`src/rtl/lsel_pkg.sv`:
```
package lsel_pkg;
  localparam int NUM_CH = 4;
  localparam int NUM_SRC = 7;
  localparam int CLK_MHZ = 200;
  // register indices inside one channel; byte address is four times the index
  localparam logic [5:0] IDX_MASK = 6'h11;
  localparam logic [5:0] IDX_EDGE_SEL = 6'h13;
  localparam logic [5:0] IDX_LIVE = 6'h14;
  localparam logic [5:0] IDX_LOOP_STAT = 6'h15;
  localparam logic [5:0] IDX_INT_STAT = 6'h16;
  localparam logic [5:0] IDX_CTRL = 6'h18;
  localparam logic [5:0] IDX_INT_CLEAR = 6'h19;
  localparam int IDX_W = 8;
  localparam int CH_LSB = 6;
  // source bit positions, then loop status and control bit positions
  localparam int BIT_LOOP_UP = 6;
  localparam int BIT_LOOP_DOWN = 5;
  localparam int BIT_PATTERN = 4;
  localparam int BIT_TX_CLK = 3;
  localparam int BIT_DRIVER = 2;
  localparam int BIT_AIS = 1;
  localparam int BIT_NO_SIG = 0;
  localparam int BIT_LOOP_ACTIVE = 5;
  localparam int BIT_AUTO_LOOP = 0;
  localparam logic [6:0] EDGE_SEL_RESET = 7'h00;
  localparam logic [6:0] MASK_RESET = 7'h7f;
  // code persistence times
  localparam int CODE_TIME_SHORT_MS = 40;
  localparam int CODE_TIME_LONG_MS = 5100;
  localparam longint CODE_CYC_SHORT = longint'(CODE_TIME_SHORT_MS) * CLK_MHZ * 1000;
  localparam longint CODE_CYC_LONG = longint'(CODE_TIME_LONG_MS) * CLK_MHZ * 1000;
  localparam int CODE_CNT_W = 31;
  // transmit clock stall limit in master clock cycles
  localparam int TX_STALL_CYC = 70;
  localparam int TX_CNT_W = 7;
  localparam logic [1:0] HTRANS_NONSEQ = 2'h2;
  typedef enum logic [1:0] {BusIdle, BusWrite, BusReadWait, BusReadDone} lsel_bus_type;
endpackage

```
`src/rtl/line_status_event_logic.sv`:
```
// Notes on behaviour
// RULE1: seven edge-select bits, reset zero, bit seven reserved
// RULE2: select zero: only rising status edge counts
// RULE3: select one: rising and falling edges count
// RULE4: interrupt only while source mask bit clear
// RULE5: code seen after 40 ms or 5.1 s
// RULE6: code bit holds while error rate low
// RULE7: loop-up rising edge closes remote loopback
// RULE8: loop-down rising edge opens remote loopback
// RULE9: pattern sync bit follows receiver sync live
// RULE10: tx clock missing after 70 idle cycles
// RULE11: driver fault bit follows short circuit detect
// RULE12: live status read-only, zero after reset
// RULE13: edge-select per channel at 13H..D3H
// RULE14: live status per channel at 14H..D4H
// RULE15: alarm and signal loss bits follow detectors
// RULE16: mask bits reset to one, masked
// RULE17: qualified event latches, cleared by read
// RULE18: edges found against previous cycle sample
// RULE19: channel request high while latched bit set
//
// Local design decision: register access over AHB-Lite.
`timescale 1ns/1ps
`default_nettype none
module line_status_event_logic #(
  parameter int NCH = lsel_pkg::NUM_CH,
  parameter longint CODE_CYC_SHORT = lsel_pkg::CODE_CYC_SHORT,
  parameter longint CODE_CYC_LONG = lsel_pkg::CODE_CYC_LONG,
  parameter int TX_STALL_CYC = lsel_pkg::TX_STALL_CYC
) (
  input wire logic clk,
  input wire logic rst,
  input wire logic hsel,
  input wire logic [31:0] haddr,
  input wire logic [1:0] htrans,
  input wire logic hwrite,
  input wire logic [2:0] hsize,
  input wire logic [31:0] hwdata,
  input wire logic hready,
  output logic hreadyout,
  output logic hresp,
  output logic [31:0] hrdata,
  input wire logic [NCH-1:0] loopUpCodeMatch,
  input wire logic [NCH-1:0] loopDownCodeMatch,
  input wire logic [NCH-1:0] codeErrorRateHigh,
  input wire logic [NCH-1:0] patternSyncIn,
  input wire logic [NCH-1:0] tx_clock_input,
  input wire logic [NCH-1:0] driverShortIn,
  input wire logic [NCH-1:0] alarmIndicationIn,
  input wire logic [NCH-1:0] noSignalIn,
  output logic [NCH-1:0] remoteLoopbackActive,
  output logic [NCH-1:0] channelIrq,
  output logic irq
);
  localparam int NS = lsel_pkg::NUM_SRC;
  localparam int CW = lsel_pkg::CODE_CNT_W;
  localparam int TW = lsel_pkg::TX_CNT_W;
  localparam logic [CW-1:0] CODE_SHORT = CW'(CODE_CYC_SHORT);
  localparam logic [CW-1:0] CODE_LONG = CW'(CODE_CYC_LONG);
  localparam logic [TW-1:0] TX_LIMIT = TW'(TX_STALL_CYC);

  lsel_pkg::lsel_bus_type busState_q;
  lsel_pkg::lsel_bus_type busState_d;
  logic [lsel_pkg::IDX_W-1:0] busIdx_q;
  logic [31:0] hrdata_q;
  logic [NS-1:0] edgeSel_q [NCH];
  logic [NS-1:0] mask_q [NCH];
  logic [NS-1:0] intStat_q [NCH];
  logic [NCH-1:0] autoLoop_q;
  logic [NS-1:0] live [NCH];
  logic [NS-1:0] livePrev_q [NCH];
  logic [NS-1:0] event_w [NCH];
  logic [NCH-1:0] loopUpSeen_q;
  logic [NCH-1:0] loopDownSeen_q;
  logic [NCH-1:0] patternSync_q;
  logic [NCH-1:0] txMissing_q;
  logic [NCH-1:0] driverFault_q;
  logic [NCH-1:0] alarmInd_q;
  logic [NCH-1:0] noSignal_q;
  logic [NCH-1:0] txPrev_q;
  logic [NCH-1:0] remoteLoop_q;
  logic [CW-1:0] upCnt_q [NCH];
  logic [CW-1:0] downCnt_q [NCH];
  logic [TW-1:0] txCnt_q [NCH];
  logic addrPhase;
  logic [lsel_pkg::IDX_W-1:0] reqIdx;
  logic [1:0] wrCh;
  logic [5:0] wrReg;
  logic [1:0] rdCh;
  logic [5:0] rdReg;
  logic doWrite;
  logic doRead;
  logic [31:0] readWord;

  // bus slave: writes take no wait state, reads one so that hrdata comes from a flop
  assign addrPhase = hsel && hready && (htrans == lsel_pkg::HTRANS_NONSEQ);
  assign reqIdx = haddr[lsel_pkg::IDX_W+1:2];
  assign wrCh = busIdx_q[lsel_pkg::IDX_W-1:lsel_pkg::CH_LSB];
  assign wrReg = busIdx_q[lsel_pkg::CH_LSB-1:0];
  assign rdCh = wrCh;
  assign rdReg = wrReg;
  assign doWrite = (busState_q == lsel_pkg::BusWrite);
  assign doRead = (busState_q == lsel_pkg::BusReadWait);
  assign hreadyout = (busState_q != lsel_pkg::BusReadWait);
  assign hresp = 1'b0;
  assign hrdata = hrdata_q;

  always_comb begin
    busState_d = lsel_pkg::BusIdle;
    case (busState_q)
      lsel_pkg::BusReadWait: begin
        busState_d = lsel_pkg::BusReadDone;
      end
      default: begin
        if (addrPhase) begin
          busState_d = hwrite ? lsel_pkg::BusWrite : lsel_pkg::BusReadWait;
        end
      end
    endcase
  end

  always_ff @(posedge clk) begin
    if (rst) begin
      busState_q <= lsel_pkg::BusIdle;
    end else begin
      busState_q <= busState_d;
    end
  end

  // index kept for the data phase, when haddr may already name the next transfer
  always_ff @(posedge clk) begin
    if (rst) begin
      busIdx_q <= '0;
    end else if (addrPhase && hreadyout) begin
      busIdx_q <= reqIdx;
    end
  end

  // read mux; unmapped addresses and reserved bits read zero
  always_comb begin
    readWord = '0;
    if (int'(rdCh) < NCH) begin
      case (rdReg)
        lsel_pkg::IDX_MASK: readWord[NS-1:0] = mask_q[rdCh];
        lsel_pkg::IDX_EDGE_SEL: readWord[NS-1:0] = edgeSel_q[rdCh]; // see RULE13
        lsel_pkg::IDX_LIVE: readWord[NS-1:0] = live[rdCh]; // see RULE14
        lsel_pkg::IDX_LOOP_STAT: readWord[lsel_pkg::BIT_LOOP_ACTIVE] = remoteLoop_q[rdCh];
        lsel_pkg::IDX_INT_STAT: readWord[NS-1:0] = intStat_q[rdCh];
        lsel_pkg::IDX_CTRL: readWord[lsel_pkg::BIT_AUTO_LOOP] = autoLoop_q[rdCh];
        default: readWord = '0;
      endcase
    end
  end

  // captured in the wait state, so hrdata never depends on haddr combinationally
  always_ff @(posedge clk) begin
    if (rst) begin
      hrdata_q <= '0;
    end else if (doRead) begin
      hrdata_q <= readWord;
    end
  end

  genvar c;
  generate
    for (c = 0; c < NCH; c++) begin : g_ch
      logic selWr;
      logic wrEdgeSel;
      logic wrMask;
      logic wrCtrl;
      logic wrClear;
      logic rdClear;
      logic [CW-1:0] codeLimit;
      logic upAtLimit;
      logic downAtLimit;
      logic txToggled;
      logic upRise;
      logic downRise;
      logic [NS-1:0] riseEv;
      logic [NS-1:0] fallEv;
      logic [NS-1:0] qualified;
      logic [NS-1:0] clearBits;
      assign selWr = doWrite && (int'(wrCh) == c);
      assign wrEdgeSel = selWr && (wrReg == lsel_pkg::IDX_EDGE_SEL);
      assign wrMask = selWr && (wrReg == lsel_pkg::IDX_MASK);
      assign wrCtrl = selWr && (wrReg == lsel_pkg::IDX_CTRL);
      assign wrClear = selWr && (wrReg == lsel_pkg::IDX_INT_CLEAR);
      // the read that returns the status word is also the one that empties it
      assign rdClear = doRead && (int'(rdCh) == c) && (rdReg == lsel_pkg::IDX_INT_STAT);
      assign codeLimit = autoLoop_q[c] ? CODE_LONG : CODE_SHORT;
      assign upAtLimit = (upCnt_q[c] >= codeLimit);
      assign downAtLimit = (downCnt_q[c] >= codeLimit);
      assign txToggled = (tx_clock_input[c] != txPrev_q[c]);

      // software registers
      always_ff @(posedge clk) begin
        if (rst) begin
          edgeSel_q[c] <= lsel_pkg::EDGE_SEL_RESET; // see RULE1
        end else if (wrEdgeSel) begin
          edgeSel_q[c] <= hwdata[NS-1:0]; // see RULE1
        end
      end

      // mask doubles as the enable register with the sense inverted
      always_ff @(posedge clk) begin
        if (rst) begin
          mask_q[c] <= lsel_pkg::MASK_RESET; // see RULE16
        end else if (wrMask) begin
          mask_q[c] <= hwdata[NS-1:0]; // see RULE4
        end
      end

      always_ff @(posedge clk) begin
        if (rst) begin
          autoLoop_q[c] <= 1'b0;
        end else if (wrCtrl) begin
          autoLoop_q[c] <= hwdata[lsel_pkg::BIT_AUTO_LOOP];
        end
      end

      // loop codes must persist for the full time before the bit rises;
      // once up, only a high error rate (code gone) drops it
      always_ff @(posedge clk) begin
        if (rst) begin
          upCnt_q[c] <= '0;
          loopUpSeen_q[c] <= 1'b0;
        end else if (loopUpSeen_q[c]) begin
          upCnt_q[c] <= '0;
          if (codeErrorRateHigh[c]) begin
            loopUpSeen_q[c] <= 1'b0; // see RULE6
          end
        end else if (!loopUpCodeMatch[c]) begin
          upCnt_q[c] <= '0;
        end else if (upAtLimit) begin
          loopUpSeen_q[c] <= 1'b1; // see RULE5
        end else begin
          upCnt_q[c] <= upCnt_q[c] + 1'b1;
        end
      end

      always_ff @(posedge clk) begin
        if (rst) begin
          downCnt_q[c] <= '0;
          loopDownSeen_q[c] <= 1'b0;
        end else if (loopDownSeen_q[c]) begin
          downCnt_q[c] <= '0;
          if (codeErrorRateHigh[c]) begin
            loopDownSeen_q[c] <= 1'b0; // see RULE6
          end
        end else if (!loopDownCodeMatch[c]) begin
          downCnt_q[c] <= '0;
        end else if (downAtLimit) begin
          loopDownSeen_q[c] <= 1'b1; // see RULE5
        end else begin
          downCnt_q[c] <= downCnt_q[c] + 1'b1;
        end
      end

      always_ff @(posedge clk) begin
        if (rst) begin
          txPrev_q[c] <= 1'b0;
        end else begin
          txPrev_q[c] <= tx_clock_input[c];
        end
      end

      // transmit clock watchdog; counter saturates so a dead clock stays flagged
      always_ff @(posedge clk) begin
        if (rst) begin
          txCnt_q[c] <= '0;
          txMissing_q[c] <= 1'b0;
        end else begin
          if (txToggled) begin
            txCnt_q[c] <= '0;
            txMissing_q[c] <= 1'b0; // see RULE10
          end else if (txCnt_q[c] >= TX_LIMIT) begin
            txMissing_q[c] <= 1'b1; // see RULE10
          end else begin
            txCnt_q[c] <= txCnt_q[c] + 1'b1;
          end
        end
      end

      // live detector levels, one flop each
      always_ff @(posedge clk) begin
        if (rst) begin
          patternSync_q[c] <= 1'b0;
        end else begin
          patternSync_q[c] <= patternSyncIn[c]; // see RULE9
        end
      end

      always_ff @(posedge clk) begin
        if (rst) begin
          driverFault_q[c] <= 1'b0;
        end else begin
          driverFault_q[c] <= driverShortIn[c]; // see RULE11
        end
      end

      always_ff @(posedge clk) begin
        if (rst) begin
          alarmInd_q[c] <= 1'b0;
        end else begin
          alarmInd_q[c] <= alarmIndicationIn[c]; // see RULE15
        end
      end

      always_ff @(posedge clk) begin
        if (rst) begin
          noSignal_q[c] <= 1'b0;
        end else begin
          noSignal_q[c] <= noSignalIn[c]; // see RULE15
        end
      end

      // live status is never latched and has no write path
      always_comb begin
        live[c] = '0;
        live[c][lsel_pkg::BIT_LOOP_UP] = loopUpSeen_q[c];
        live[c][lsel_pkg::BIT_LOOP_DOWN] = loopDownSeen_q[c];
        live[c][lsel_pkg::BIT_PATTERN] = patternSync_q[c];
        live[c][lsel_pkg::BIT_TX_CLK] = txMissing_q[c];
        live[c][lsel_pkg::BIT_DRIVER] = driverFault_q[c];
        live[c][lsel_pkg::BIT_AIS] = alarmInd_q[c];
        live[c][lsel_pkg::BIT_NO_SIG] = noSignal_q[c]; // see RULE12
      end

      always_ff @(posedge clk) begin
        if (rst) begin
          livePrev_q[c] <= '0;
        end else begin
          livePrev_q[c] <= live[c]; // see RULE18
        end
      end

      // rising always counts; falling counts only where edge select is set
      assign riseEv = live[c] & ~livePrev_q[c]; // see RULE2
      assign fallEv = edgeSel_q[c] & livePrev_q[c] & ~live[c]; // see RULE3
      assign event_w[c] = riseEv | fallEv; // see RULE18

      assign upRise = loopUpSeen_q[c] && !livePrev_q[c][lsel_pkg::BIT_LOOP_UP];
      assign downRise = loopDownSeen_q[c] && !livePrev_q[c][lsel_pkg::BIT_LOOP_DOWN];

      // if both rise together the deactivate wins: opening the loop is the safe side
      always_ff @(posedge clk) begin
        if (rst) begin
          remoteLoop_q[c] <= 1'b0;
        end else if (downRise) begin
          remoteLoop_q[c] <= 1'b0; // see RULE8
        end else if (upRise) begin
          remoteLoop_q[c] <= 1'b1; // see RULE7
        end
      end

      // masked events are dropped, not latched, so unmasking raises nothing stale
      assign qualified = event_w[c] & ~mask_q[c]; // see RULE4
      assign clearBits = rdClear ? {NS{1'b1}} : (wrClear ? hwdata[NS-1:0] : '0);

      // latched events; a new event in the clearing cycle survives the clear
      always_ff @(posedge clk) begin
        if (rst) begin
          intStat_q[c] <= '0;
        end else begin
          intStat_q[c] <= (intStat_q[c] & ~clearBits) | qualified; // see RULE17
        end
      end

      assign channelIrq[c] = |intStat_q[c]; // see RULE19
      assign remoteLoopbackActive[c] = remoteLoop_q[c];
    end
  endgenerate

  assign irq = |channelIrq;

  logic unusedBits;
  assign unusedBits = ^{haddr[31:lsel_pkg::IDX_W+2], haddr[1:0], hsize, hwdata[31:NS]};
endmodule
`default_nettype wire

```
`config.mk`:
```
export PLATFORM = sky130hd
export DESIGN_NAME = line_status_event_logic
export DESIGN_NICKNAME = d
export VERILOG_FILES = /design/src/rtl/lsel_pkg.sv /design/src/rtl/line_status_event_logic.sv
export SDC_FILE = /design/constraint.sdc
export NUM_CORES = 1
export LEC_CHECK = 0
export ABC_AREA = 1
export BUFFER_PORTS_ARGS = -buffer_cell sky130_fd_sc_hd__buf_4
export CORE_ASPECT_RATIO = 0.5
export CORE_MARGIN = 4
export CORE_UTILIZATION = 54
export CTS_CLUSTER_DIAMETER = 120
export DETAILED_ROUTE_END_ITERATION = 6
export PLACE_DENSITY_LB_ADDON = 0.15
export SLEW_MARGIN = 0
export SYNTH_ARGS = -nofsm -noshare
export SYNTH_HDL_FRONTEND = slang
export SYNTH_SLANG_ARGS = --single-unit
```
`constraint.sdc`:
```
create_clock -name clk -period 3.8 [get_ports clk]
set_clock_uncertainty 0.2 [all_clocks]
set_input_delay 0.38 -clock clk [delete_from_list [all_inputs] [get_ports clk]]
set_output_delay 0.38 -clock clk [all_outputs]
set_load 0.01 [all_outputs]
```
# Yosys cells after proc, flatten, opt, wreduce, memory -nomap -nowiden
# Memory sizes are Yosys's and may differ from the RTL's. A register that Yosys moved wholly into a read port is not among the register bits.
# Index checks and enable logic that the tools add are counted.
# totals
reg_bits	57
latch_bits	0
ram_bits	388
rom_bits	0
inputBits	106
out_inout_bits	43
elab_cells	507
memories	7
# op_classes
addsub	12
n_mul	0
n_div	0
order_cmp	14
n_eq_ne	18
shift	0
n_mux	259
bitwise_logic	93
n_reduce_logical	61
# memory_table
memory	words	word_bits	read_ports	rd_clocked_by_memory_dff	wr	line	rtl
downCnt_q	4	31	4	0	4	line_status_event_logic.sv:83	logic [CW-1:0] downCnt_q [NCH];
upCnt_q	4	31	4	0	4	line_status_event_logic.sv:82	logic [CW-1:0] upCnt_q [NCH];
edgeSel_q	4	7	5	1	4	line_status_event_logic.sv:66	logic [NS-1:0] edgeSel_q [NCH];
intStat_q	4	7	5	1	4	line_status_event_logic.sv:68	logic [NS-1:0] intStat_q [NCH];
livePrev_q	4	7	4	0	4	line_status_event_logic.sv:71	logic [NS-1:0] livePrev_q [NCH];
mask_q	4	7	5	1	4	line_status_event_logic.sv:67	logic [NS-1:0] mask_q [NCH];
+1 memories	n/a	n/a	n/a	n/a	n/a	n/a	
# ops
op	n
two-way mux 31 bit	24
adder 31 x 1 -> 31 bit (second input constant)	8
greater-or-equal comparator 31 x 30 -> 1 bit	8
two-way mux 7 bit	34
two-way mux 1 bit	181
AND 7 bit	20
two-way mux 30 bit	4
inverter 7 bit	16
OR 7 bit	8
OR 1 bit	48
== test 6 x 5 -> 1 bit (second input constant)	7
logical AND 1 bit	39
adder 7 x 1 -> 7 bit (second input constant)	4
greater-or-equal comparator 7 bit (second input constant)	4
OR reduction 28 bit	1
OR reduction 7 bit	4
two-way mux 2 bit	9
one-hot mux 4 bit (4 select lines)	1
OR reduction 2 bit	8
binary-select mux 7 bit (select 2 bit)	1
one-hot mux 1 bit (5 select lines)	2
== test 2 bit (second input constant)	4
zero test 1 bit	8
binary-select mux 1 bit (select 2 bit)	2
8 further kinds	12

# Logic depth before layout (Yosys ltp)
# depth
depth_word	9
mapped_depth	14
ltp_nobuf	13

# Worst setup path before layout
# No wires, ideal clock.
# synth_timing
path_type	register to register
start	register autoLoop_q[1]
end	memory downCnt_q[1][0] in the netlist's numbering (enable)
setup_time_ns	0.625
arrival_ns	2.561
required_time_ns	2.975
setup_slack_ns	0.414
path_stages_with_launch	10
path_buffers	0
synth_period_minus_slack_ns	3.386
cell_sequence	dfxtp_1 -> inv_1 -> ha_1 -> nand2_1 -> nor2_1 -> nand2_1 -> nor2_1 -> nand2_1 -> nand4_1 -> nand4_1
# synth_rtl
item	line	rtl
from (decl)	line_status_event_logic.sv:69	logic [NCH-1:0] autoLoop_q;
from (signal, indexed assignment)	line_status_event_logic.sv:217	autoLoop_q[c] <= hwdata[lsel_pkg::BIT_AUTO_LOOP];
to (decl)	line_status_event_logic.sv:83	

==> flow_summary.toml <==
[yosys]
synth_async_sr_flop_share = 0
yosys_most_used_dff = "edfxtp_1"
synth_edf_count = 332
yosysSeqAreaShare = 0.438
ys_seq_elements = 447
syn_avg_cell_area_um2 = 7.85
syn-cell-area_mm2 = 0.0280
ys_warn_count = 0
synthDistinctLibCells = 52
syn_inst = 3571

[job]
maxCapViolCount = 0

[floorplan]
initial_core_util = 0.552
rows = 58
fp.dieArea_mm2 = 0.0558
ioPinCount = 149
die_h_um = 169
die_w_um = 330
core_area_mm2 = 0.0508

[clocking]
htreeDepth = 2
clockRootBuffer = "clkbuf_16"
cts_tree = "done"
clkTransAtPathRegs_ns = 0.07
clock_latency_ns = 0.58
numCtsBuffers = 43
cts_sinks = 447
cts_max_path_buffers = 3
cts_resized = 0

[sta]
hold_ws_ns = 0.128
fin_crit_ns = 3.28
tightest_slew_ns = 0.919
grt_setup_unrepaired = "false"
setup-tns-final_ns = 0
slew_viol_final = 0
finalCritPeriodShare = 0.863
hold_viol = 0
relSlewSlack = 0.384
fmax_mhz = 305
finalSetupViolations = 0

[detailed_routing]
antenna_left = 0
wl_met2_mm = 33.1
drt-total-wl_mm = 71.1
dr_wl_met3_mm = 4.15
drt_pass1_iterations = 6
wl_per_cell_um = 16.1
drt-met1-wl_mm = 31.8
viasPerCell = 5.40
drt_iter0_markers = 2180
top_layer = "met4"
drc = 0
vias = 23900

[final_layout]
final_cells = 4423
syn_to_final_growth_pct = 10.9
drive_gt1_frac = 0.0828
final_cell_mix = "nand2_1, nor2_1, inv_1"
nets = 3933
antenna_cells = 0
final_common_cell = "nand2_1"

[critical_path]
critPathMaxFanout = 25
rr_startpoint = "autoLoop_q[1]$_SDFFE_PP0P_"
worstPathRequired_ns = 3.89
r2r_end = "downCnt_q[1][24]$_SDFFCE_PN0P_"
r2r_cells = 11
r2r_setup_slack_ns = 0.52
start_kind = "flop"
arrival_ns = 3.37
crit_type = "flop to flop"
cp-endpoint = "downCnt_q[1][24]$_SDFFCE_PN0P_"
critPathCaptureType = "flop"
startpoint = "autoLoop_q[1]$_SDFFE_PP0P_"

[placed_design]
dp_hpwl_mm = 51.6
dpl.cell_count = 4299
port_buffers = 70
gp_congestion = 0.945

[pwr]
finalPower_uw = 10300
ir_worst_vdd_mv = 0.257
power_density_mw_per_mm2 = 333
power_leakage_uw = 0.0121

[hold_path]
min_path_type = "input pin to flop"

[global_routing]
antenna_found_initial = 0
track_usage = 0.252
grt_max_degree = 49
gr-total-overflow = 0
grt_pass1_vias = 22600
grt_pass1_wl_mm = 115

[status]
outcome = "completed"
[registers in the layout, indices dropped and copies added, names as in the netlist, 7 cells and up, named ones only]
signal,flops
mask_q,28
hrdata,7
livePrev_q,28
edgeSel_q,28
upCnt_q,124
downCnt_q,124
txCnt_q,28
live,20
intStat_q,28
busIdx_q,8
[through the flow]
| stage | setup WS, ns | instance area [um2] | util |
|---|---|---|---|
| after floorplan | 0.414 | 28100 | - |
| after global placement | 0.501 | 29300 | 0.576 |
| after detailed placement | 0.460 | 29300 | 0.576 |
| after CTS | 0.433 | 31100 | 0.612 |
| after global routing | 0.171 | 31100 | 0.612 |
| final | 0.522 | 31100 | 0.612 |
[critical path, stage by stage, from the launching register on]
cell and delay (ns):
dfxtp_1 0.54, inv_1 0.47, ha_1 0.50, nand2_1 0.07, nor2_1 0.09, nand2_1 0.06, nor2_1 0.13, nand2_1 0.07
nand4_1 0.16, nor2_4 0.09, inv_2 0.48, nor2_1 0.11
[cell usage after synthesis (3+ instances only)]
cell type | n | area, um2
nand2_1 | 766 | 2880
nor2_1 | 569 | 2140
inv_1 | 440 | 1650
edfxtp_1 | 332 | 9970
nand3_1 | 179 | 896
a21oi_1 | 162 | 811
nor3_1 | 149 | 746
ha_1 | 128 | 1600
xor2_1 | 119 | 1040
dfxtp_1 | 115 | 2300
o21ai_0 | 91 | 455
nand4_1 | 85 | 532
xnor2_1 | 52 | 455
nor2_2 | 49 | 307
clkbuf_1 | 33 | 124
inv_2 | 32 | 120
buf_2 | 30 | 150
buf_4 | 27 | 203
a211o_1 | 21 | 184
o22ai_1 | 20 | 125
nand3b_1 | 15 | 113
nor3b_1 | 15 | 113
nand3_2 | 14 | 140
nor3_2 | 13 | 130
nor4_1 | 13 | 81.3
and2_1 | 11 | 68.8
o21ai_1 | 11 | 55.1
nor2_4 | 9 | 101
o21a_1 | 9 | 67.6
nand2_2 | 6 | 37.5
or2_1 | 6 | 37.5
or2_2 | 6 | 37.5
o21bai_1 | 5 | 37.5
and3_1 | 4 | 25.0
or2_0 | 4 | 25.0
a22oi_1 | 3 | 22.5
a311oi_1 | 3 | 26.3
o211ai_1 | 3 | 22.5
[power breakdown]
group | internal, uW | switching [uW]
combinational | 210 | 383
sequential | 5310 | 118
clock | 2330 | 1990
[layer usage]
layer,vias to the layer above,global-route usage
met5,-,0
met4,0,0.0742
met3,152,0.0398
met2,674,0.424
met1,11100,0.339
li1,12000,-
[final cells by class]
type                    instances  area [um2]
multi-input cells            2584       13600
clock buffers                  54        1160
clock inverters                25         206
fillers                      4536       19700
inverters                     473        1780
repair buffers                150        1240
flip-flops and latches        447       12300
well taps                     690         863
[cell families (layout without fill, tap and decap cells)]
kind of cell | count (synthesis) | count (layout) | share of synthesized area
AND/OR/NAND/NOR | 1919 | 1919 | 0.302
AO/OA/AOI/OAI | 340 | 340 | 0.0680
buffers and inverters | 565 | 702 | 0.0812
adder cells (fa/ha/maj) | 128 | 128 | 0.0571
flip-flops | 447 | 447 | 0.438
XOR/XNOR | 171 | 171 | 0.0534
other | 1 | 26 | 0.000134
[worst min-delay path by stage]
stage                                   from  cells past startpoint                     endpoint
floorplan                live[14]$_SDFF_PP0_                      2  livePrev_q[1][0]$_SDFF_PP0_
global placement    busIdx_q[4]$_SDFFE_PP0P_                      2     busIdx_q[4]$_SDFFE_PP0P_
detailed placement  busIdx_q[4]$_SDFFE_PP0P_                      2     busIdx_q[4]$_SDFFE_PP0P_
CTS                     loopDownCodeMatch[2]                      5          live[12]$_SDFF_PP0_
global route            loopDownCodeMatch[2]                      5          live[12]$_SDFF_PP0_
finish                  loopDownCodeMatch[2]                      5          live[12]$_SDFF_PP0_
[repair_timing]
| item | CTS | global route |
|---|---|---|
| hold buffers | 45 | 0 |
| setup buffers | 0 | 0 |
| hold endpoints to repair | 69 | 0 |
(Power assumes the default switching activity.)
